<file path="config.mk">
export PLATFORM = sky130hd
export DESIGN_NAME = dual_port_host
export DESIGN_NICKNAME = d
export VERILOG_FILES = /design/src/hdl/dpm_host_pkg.sv /design/src/hdl/dual_port_host.sv /design/src/hdl/span_timer.sv
export SDC_FILE = /design/constraint.sdc
export NUM_CORES = 1
export LEC_CHECK = 0
export ABC_AREA = 1
export BUFFER_PORTS_ARGS = -buffer_cell sky130_fd_sc_hd__buf_4
export CAP_MARGIN = 20
export CORE_MARGIN = 5
export CORE_UTILIZATION = 28
export CTS_BUF_LIST = sky130_fd_sc_hd__clkbuf_16
export CTS_CLUSTER_DIAMETER = 150
export DETAILED_ROUTE_END_ITERATION = 12
export GPL_TIMING_DRIVEN = 0
export PLACE_DENSITY = 0.57
export SLEW_MARGIN = 15
export SYNTH_ARGS = -nofsm -noshare
export SYNTH_HDL_FRONTEND = slang
export SYNTH_HIERARCHICAL = 1
export SYNTH_SLANG_ARGS = --single-unit
</file>
<file path="constraint.sdc">
create_clock -name clk -period 8.91 [get_ports clk]
set_input_delay 1.782 -clock clk [delete_from_list [all_inputs] [get_ports clk]]
set_output_delay 1.782 -clock clk [all_outputs]
set_load 0.01 [all_outputs]
</file>
<file path="src/hdl/dpm_host_pkg.sv">
package dpm_host_pkg;

  localparam int CLK_PERIOD_PS = 5000;
  localparam int ADDR_W = 14;
  localparam int DATA_W = 16;
  localparam int FLAG_SEL_W = 3;
  localparam int FLAG_COUNT = 8;
  localparam logic [13:0] RIGHT_MBOX_ADDR = 14'h3FFF;
  localparam logic [13:0] LEFT_MBOX_ADDR = 14'h3FFE;

  // Plain defaults; set to the speed grade in use
  localparam int ENABLE_ACCESS_DELAY_NS = 20;
  localparam int OUTPUT_ENABLE_DELAY_NS = 12;
  localparam int MATCH_TO_WAIT_DELAY_NS = 20;
  localparam int ENABLE_TO_WAIT_DELAY_NS = 20;
  localparam int WRITE_PULSE_NS = 15;
  localparam int FLAG_RECOVERY_TIME_NS = 10;
  localparam int FLAG_WRITE_TO_READ_DELAY_NS = 10;

  // Least times round up, never below one cycle
  function automatic int ns_to_cyc(input int ns);
    int c;
    c = (ns * 1000 + CLK_PERIOD_PS - 1) / CLK_PERIOD_PS;
    return (c < 1) ? 1 : c;
  endfunction : ns_to_cyc

  function automatic int max2(input int a, input int b);
    return (a > b) ? a : b;
  endfunction : max2

  localparam int SETTLE_CYC = ns_to_cyc(max2(MATCH_TO_WAIT_DELAY_NS, ENABLE_TO_WAIT_DELAY_NS));
  localparam int READ_CYC = ns_to_cyc(max2(ENABLE_ACCESS_DELAY_NS, OUTPUT_ENABLE_DELAY_NS));
  localparam int WRITE_CYC = ns_to_cyc(WRITE_PULSE_NS);
  localparam int RECOV_CYC = ns_to_cyc(max2(FLAG_RECOVERY_TIME_NS,
                                            FLAG_WRITE_TO_READ_DELAY_NS));
  localparam int TIMER_W = 8;
  localparam int POLL_LIMIT_DEFAULT = 16;

  typedef enum logic [2:0] {
    CMD_MEM_RD,
    CMD_MEM_WR,
    CMD_MBOX_POST,
    CMD_MBOX_FETCH,
    CMD_FLAG_RD,
    CMD_FLAG_TAKE,
    CMD_FLAG_GIVE
  } cmd_e;

  typedef struct packed {
    cmd_e cmd;
    logic [ADDR_W-1:0] addr;
    logic [DATA_W-1:0] data;
  } req_s;

  typedef struct packed {
    logic [DATA_W-1:0] data;
    logic granted;
  } resp_s;

  typedef struct packed {
    logic ce_n;
    logic oe_n;
    logic rw_n;
    logic flag_latch_select_n;
    logic [ADDR_W-1:0] addr;
  } pins_s;

  localparam pins_s PINS_IDLE = '{ce_n: 1'b1, oe_n: 1'b1, rw_n: 1'b1,
                                  flag_latch_select_n: 1'b1, addr: 14'h0000};

endpackage : dpm_host_pkg

</file>
<file path="src/hdl/dual_port_host.sv">
`timescale 1ns/1ps
// Operation
// - Memory read drives chip-enable and output-enable low, waits access delay.
// - Flag read uses flag-latch select instead of chip-enable, plus output-enable.
// - Host delays writes until wait flag has settled after match delay.
// - Flag access with chip-enable high; low three address bits pick latch.
// - Requester writes zero, deselects for recovery time, reads back, polls.
module dual_port_host
  import dpm_host_pkg::*;
#(
  parameter bit PORT_IS_LEFT = 1'b1,
  parameter int POLL_LIMIT = POLL_LIMIT_DEFAULT
) (
  input wire logic clk,
  input wire logic sys_rst,
  input wire logic req_valid,
  input req_s req,
  output logic req_ready,
  output logic resp_valid,
  output resp_s resp,
  output pins_s pins,
  input wire logic [DATA_W-1:0] dq_i,
  output logic [DATA_W-1:0] dq_o,
  output logic dq_oe,
  input wire logic busy_n,
  input wire logic int_n,
  output logic mbox_irq
);

  typedef enum logic [1:0] {ST_IDLE, ST_SETTLE, ST_STROBE, ST_RECOVER} state_e;

  state_e state_ff;
  pins_s pins_ff;
  cmd_e cmd_ff;
  logic is_write_ff;
  logic is_flag_ff;
  logic take_read_ff;
  logic [DATA_W-1:0] wdata_ff;
  logic [DATA_W-1:0] rdata_ff;
  logic [7:0] polls_ff;
  logic ready_ff;
  logic resp_valid_ff;
  resp_s resp_ff;
  logic [DATA_W-1:0] dq_o_ff;
  logic dq_oe_ff;
  logic irq_ff;
  logic expired;
  logic tmr_load;
  logic [TIMER_W-1:0] tmr_val;
  logic accept;
  logic go;
  logic restart;

  function automatic logic [ADDR_W-1:0] mbox_addr(input cmd_e c, input logic [ADDR_W-1:0] a);
    logic [ADDR_W-1:0] r;
    r = a;
    if (c == CMD_MBOX_POST) begin
      r = PORT_IS_LEFT ? RIGHT_MBOX_ADDR : LEFT_MBOX_ADDR;
    end else if (c == CMD_MBOX_FETCH) begin
      r = PORT_IS_LEFT ? LEFT_MBOX_ADDR : RIGHT_MBOX_ADDR;
    end
    return r;
  endfunction : mbox_addr

  function automatic logic cmd_is_flag(input cmd_e c);
    return (c == CMD_FLAG_RD) || (c == CMD_FLAG_TAKE) || (c == CMD_FLAG_GIVE);
  endfunction : cmd_is_flag

  function automatic logic cmd_is_write(input cmd_e c);
    return (c == CMD_MEM_WR) || (c == CMD_MBOX_POST) || (c == CMD_FLAG_TAKE)
           || (c == CMD_FLAG_GIVE);
  endfunction : cmd_is_write

  assign accept = (state_ff == ST_IDLE) && req_valid && ready_ff;
  assign go = (state_ff == ST_SETTLE) && expired && (is_flag_ff || busy_n);
  assign restart = (cmd_ff == CMD_FLAG_TAKE)
                   && (!take_read_ff || (rdata_ff[0] && (polls_ff < 8'(POLL_LIMIT))));

  always_comb begin
    tmr_load = 1'b0;
    tmr_val = '0;
    case (state_ff)
      ST_IDLE: begin
        tmr_load = accept;
        tmr_val = TIMER_W'(SETTLE_CYC);
      end
      ST_SETTLE: begin
        tmr_load = go;
        tmr_val = is_write_ff ? TIMER_W'(WRITE_CYC) : TIMER_W'(READ_CYC);
      end
      ST_STROBE: begin
        tmr_load = expired;
        tmr_val = TIMER_W'(RECOV_CYC);
      end
      ST_RECOVER: begin
        tmr_load = expired && restart;
        tmr_val = TIMER_W'(SETTLE_CYC);
      end
      default: begin
        tmr_load = 1'b0;
      end
    endcase
  end

  span_timer #(.W(TIMER_W)) u_timer (
    .clk(clk),
    .sys_rst(sys_rst),
    .load(tmr_load),
    .load_val(tmr_val),
    .expired(expired)
  );

  always_ff @(posedge clk or posedge sys_rst) begin
    if (sys_rst) begin
      state_ff <= ST_IDLE;
      pins_ff <= PINS_IDLE;
      cmd_ff <= CMD_MEM_RD;
      is_write_ff <= 1'b0;
      is_flag_ff <= 1'b0;
      take_read_ff <= 1'b0;
      wdata_ff <= '0;
      rdata_ff <= '0;
      polls_ff <= '0;
      ready_ff <= 1'b0;
      dq_o_ff <= '0;
      dq_oe_ff <= 1'b0;
    end else begin
      case (state_ff)
        ST_IDLE: begin
          ready_ff <= 1'b1;
          if (accept) begin
            ready_ff <= 1'b0;
            cmd_ff <= req.cmd;
            is_write_ff <= cmd_is_write(req.cmd);
            is_flag_ff <= cmd_is_flag(req.cmd);
            take_read_ff <= 1'b0;
            polls_ff <= '0;
            wdata_ff <= req.data;
            if (cmd_is_flag(req.cmd)) begin
              pins_ff.ce_n <= 1'b1;
              pins_ff.flag_latch_select_n <= 1'b0;
              pins_ff.addr <= {{(ADDR_W-FLAG_SEL_W){1'b0}}, req.addr[FLAG_SEL_W-1:0]};
            end else begin
              pins_ff.ce_n <= 1'b0;
              pins_ff.addr <= mbox_addr(req.cmd, req.addr);
            end
            state_ff <= ST_SETTLE;
          end
        end
        ST_SETTLE: begin
          if (go) begin
            if (is_write_ff) begin
              pins_ff.rw_n <= 1'b0;
              dq_oe_ff <= 1'b1;
              // Take writes zero, give writes one
              if (cmd_ff == CMD_FLAG_TAKE) begin
                dq_o_ff <= 16'h0000;
              end else if (cmd_ff == CMD_FLAG_GIVE) begin
                dq_o_ff <= 16'h0001;
              end else begin
                dq_o_ff <= wdata_ff;
              end
            end else begin
              pins_ff.oe_n <= 1'b0;
            end
            state_ff <= ST_STROBE;
          end
        end
        ST_STROBE: begin
          if (expired) begin
            if (!is_write_ff) begin
              rdata_ff <= dq_i;
            end
            pins_ff.ce_n <= 1'b1;
            pins_ff.oe_n <= 1'b1;
            pins_ff.rw_n <= 1'b1;
            pins_ff.flag_latch_select_n <= 1'b1;
            dq_oe_ff <= 1'b0;
            state_ff <= ST_RECOVER;
          end
        end
        ST_RECOVER: begin
          if (expired) begin
            if (restart) begin
              if (take_read_ff) begin
                polls_ff <= polls_ff + 8'h01;
              end
              take_read_ff <= 1'b1;
              is_write_ff <= 1'b0;
              pins_ff.flag_latch_select_n <= 1'b0;
              state_ff <= ST_SETTLE;
            end else begin
              ready_ff <= 1'b1;
              state_ff <= ST_IDLE;
            end
          end
        end
        default: begin
          state_ff <= ST_IDLE;
        end
      endcase
    end
  end

  always_ff @(posedge clk or posedge sys_rst) begin
    if (sys_rst) begin
      resp_valid_ff <= 1'b0;
      resp_ff <= '0;
    end else begin
      resp_valid_ff <= (state_ff == ST_RECOVER) && expired && !restart;
      if ((state_ff == ST_RECOVER) && expired && !restart) begin
        resp_ff.data <= rdata_ff;
        resp_ff.granted <= is_flag_ff && (cmd_ff != CMD_FLAG_GIVE) && !rdata_ff[0];
      end
    end
  end

  // Mailbox interrupt pin is active low
  always_ff @(posedge clk or posedge sys_rst) begin
    if (sys_rst) begin
      irq_ff <= 1'b0;
    end else begin
      irq_ff <= !int_n;
    end
  end

  assign req_ready = ready_ff;
  assign resp_valid = resp_valid_ff;
  assign resp = resp_ff;
  assign pins = pins_ff;
  assign dq_o = dq_o_ff;
  assign dq_oe = dq_oe_ff;
  assign mbox_irq = irq_ff;

  // Checks
  localparam int SETTLE_CHK = SETTLE_CYC;
  logic [TIMER_W-1:0] desel_cnt_ff;
  logic last_flag_wr_ff;

  always_ff @(posedge clk or posedge sys_rst) begin
    if (sys_rst) begin
      desel_cnt_ff <= '0;
      last_flag_wr_ff <= 1'b0;
    end else begin
      if (!pins_ff.flag_latch_select_n) begin
        desel_cnt_ff <= '0;
        last_flag_wr_ff <= !pins_ff.rw_n;
      end else if (desel_cnt_ff != '1) begin
        desel_cnt_ff <= desel_cnt_ff + 1'b1;
      end
    end
  end
endmodule : dual_port_host

</file>
<file path="src/hdl/span_timer.sv">
`timescale 1ns/1ps
module span_timer #(
  parameter int W = 8
) (
  input wire logic clk,
  input wire logic sys_rst,
  input wire logic load,
  input wire logic [W-1:0] load_val,
  output logic expired
);
  logic [W-1:0] cnt_ff;

  always_ff @(posedge clk or posedge sys_rst) begin
    if (sys_rst) begin
      cnt_ff <= '0;
    end else if (load) begin
      cnt_ff <= load_val;
    end else if (cnt_ff != '0) begin
      cnt_ff <= cnt_ff - 1'b1;
    end
  end

  // Holds N+1 cycles after load, never short
  assign expired = (cnt_ff == '0);
endmodule : span_timer

</file>
==> metrics.md <==
| Metric | Value |
|---|---|
| Outcome | completed |
| Post-Syn Area | 4920 µm² |
| Tmin final | roughly 2.8 ns |
| Setup crit end | pins[14] |
| Setup crit start kind | flop |
| Top delay family on crit path | flip-flops |
| WP buf/inv | 1 |
| Antenna-violating nets left | 0 |
| Hold WC Path Type | reg2reg |
| Peak VDD IR | about 0.14 mV |
| Clock Latency Late Sink | 0.35 ns |
| Share of the synthesized area in the top cell type | 54.4% |
| Ys Warns | 6 |
| Pin count of the biggest net entering global routing | 70 |
| Max-Cap Viols | 0 |
| TritonCTS clock tree | done |
| Most common cell after layout, fill and taps aside | nand2_1 |
| Clk buf depth | 2 |
| DRT Pass-1 Iters | 4 |
| Post-CTS setup buffers | 0 |
| Routability congestion estimate | 0.761 |
| Max stage delay on crit path | roughly 0.56 ns |
| Crit Path Max Fanout | 2 |
| Unique masters post-synth | 34 |
| Total number of vias | 3,981 |
| Global route total overflow | 0 |
| Post-synthesis average cell area | between 8 and 9 µm² |
| Max-slew violation count | 0 |
| # diodes | 0 |
| Number of synthesized register bits | between 100 and 150 |
| Placed Cells | 900 |
| Crit. Startpoint | pins[14]$_DFFE_PP1P_ |
| Setup slack, reg-to-reg | just under 7 ns |
| Via density | 4.35 |
| Die H | between 100 and 150 µm |
| Slew Limit Headroom | 65.8% |
| Row count | 48 |
| Port bufs | ~110 |
| Pwr/cell area | between 300 and 400 nW/µm² |
| WP data arrival | 1.03 ns |
| R2R Path End | u_timer/cnt_ff[1]$_DFFE_PP0P_ |
| # clock sinks | 111 |
| FMAX | 355 MHz |
| Die footprint | 20,300 µm² |
| CTS Root Cell | clkbuf_16 |
| Fin crit share | a little under a third |
| Routed WL per cell | 13.7 µm |
| Crit path kind | reg2out |
| Core Footprint | 17,300 µm² |
| Worst EP required | between 7 and 8 ns |
| Hold path startpoint | rdata_ff[15]$_DFFE_PP0P_ |
| Layout area overhead | 29.0% |
| Sequential share of the synthesized area | 56.5% |
| Final non-filler cell total | approximately 920 |
| CTS buffer count | 9 |
| Post-synth top area cell | dfrtp_1 |
| Post-CTS Resized | 0 |
| R2r startpoint | state_ff[0]$_DFFE_PP0P_ |
| Final setup viols | 0 |
| Commonest cells after routing, fill and taps aside | 190 x nand2_1, 111 x buf_4, 107 x dfrtp_1 |
| CP Depth | 1 |
| GRT Util Overall | 12.9% |
| Post-CTS Hold Fix Bufs | 0 |
| Initial antenna violation count | 0 |
| P_leak | 3.36 nW |
| RSZ-0062 raised after global routing | false |
| Final hold vios | 0 |
| Setup TNS | 0 ns |
| Worst path slowest cell | dfstp_2 |
| Cell count after synthesis | 562 |
| Vias in the first global route | 4,067 |
| Worst R2R Path Depth | 11 |
| Filler Cells Inserted | approximately 1,800 |
| First-pass GRT wire length | 20.9 mm |
| Clock Skew | between 0.006 and 0.007 ns |
| Die width | 143 µm |
| Drc violations | 0 |
| Setup crit end kind | output pin |
| WL final | about 13 mm |
| Top cells by area, synth | dfrtp_1 54%, nand2_1 14%, o21ai_1 4.1% |
| Fin nets | between 700 and 800 |
| Worst Tran Pin Value | 0.513 ns |
| Worst-path clk slew | 0.07 ns |
| HPWL Detailed | 9.19 mm |
| Initial core utilization | around 28% |
| DR iter-0 viols | 207 |
| Crit path cell chain | buf_4 |
| I/O pin count | 109 |
| Utilization after layout | 36.7% |
| H-tree depth | 3 |
| Total power draw | between 1.5 and 2 mW |
| Layout cells sized above 1 | 26.0% |
## state kept, by name (all words and copies together), names as in the netlist
register	flops
cmd_ff	3
dq_o	16
dq_oe	1
is_flag_ff	1
is_write_ff	1
mbox_irq	1
pins	18
polls_ff	8
rdata_ff	16
req_ready	1
resp	17
resp_valid	1
state_ff	2
take_read_ff	1
u_timer/cnt_ff	8
wdata_ff	16
## synthesized netlist by cell type, drive strengths merged
library cell and number:
nor2 40, ha 7, or2 3, clkbuf 4
nand2 198, o211ai 1, xnor2 1, dfstp 4
o21ai 81, buf 17, a2bb2oi 1, inv 47
a31o 1, dfrtp 107, a31oi 1, xor2 1
nand3b 1, nand4 4, conb 1, mux2 1
o221ai 1, a21oi 19, nand3 21
## stage by stage
step / hold slack, ns / instance area [µm²] / worst slack (ns)
floorplan: 0.436 / 4940 / 4.43
global placement: 0.444 / 6030 / 2.87
detailed placement: 0.452 / 6060 / 5.76
CTS: 0.469 / 6350 / 6.08
global route: 0.505 / 6350 / 5.93
finish: 0.466 / 6350 / 6.10
## metal layers
layer  vias to the layer above  track usage, %  part of all wire [%]
met5                         -               0                     0
met4                         0            3.75                   1.3
met3                        10            2.35                   3.8
met2                        64            20.5                    47
met1                      1865            17.9                    48
li1                       2042               -                     -
## power breakdown
group | internal (mW) | total [mW] | switching (mW)
Combinational | 0.301 | 0.728 | 0.426
Sequential | 0.691 | 0.803 | 0.112
Clock | 0.216 | 0.403 | 0.187
## layout make-up
class	count	area [µm²]	area share [%]
buffer	21	114	1.79
clock buffer	9	225	3.55
clock inverter	7	62.6	0.985
inverter	47	181	2.86
multi-input combinational	387	1860	29.3
sequential	111	2780	43.8
tap	225	282	4.43
timing repair buffer	109	838	13.2
## logic make-up after synthesis
family	Yosys count	share of synthesized area, %
multiplexers	1	0.229
AND/OR/NAND/NOR	267	23.1
XOR/XNOR	2	0.356
buffers and inverters	68	5.90
adder cells (fa/ha/maj)	7	1.78
flip-flops	111	56.5
other	1	0.0762
AO/OA/AOI/OAI	105	12.0
## worst min-delay path by stage
stage          depth (start not counted)  slack, ns                   end
6_report                               2       0.47  resp[16]$_DFFE_PP0P_
5_1_grt                                2       0.50  resp[16]$_DFFE_PP0P_
4_1_cts                                2       0.47  resp[16]$_DFFE_PP0P_
3_5_place_dp                           2       0.45  resp[16]$_DFFE_PP0P_
3_3_place_gp                           2       0.44  resp[16]$_DFFE_PP0P_
2_1_floorplan                          2       0.44  resp[16]$_DFFE_PP0P_
Power figures use the tool's default switching activity.
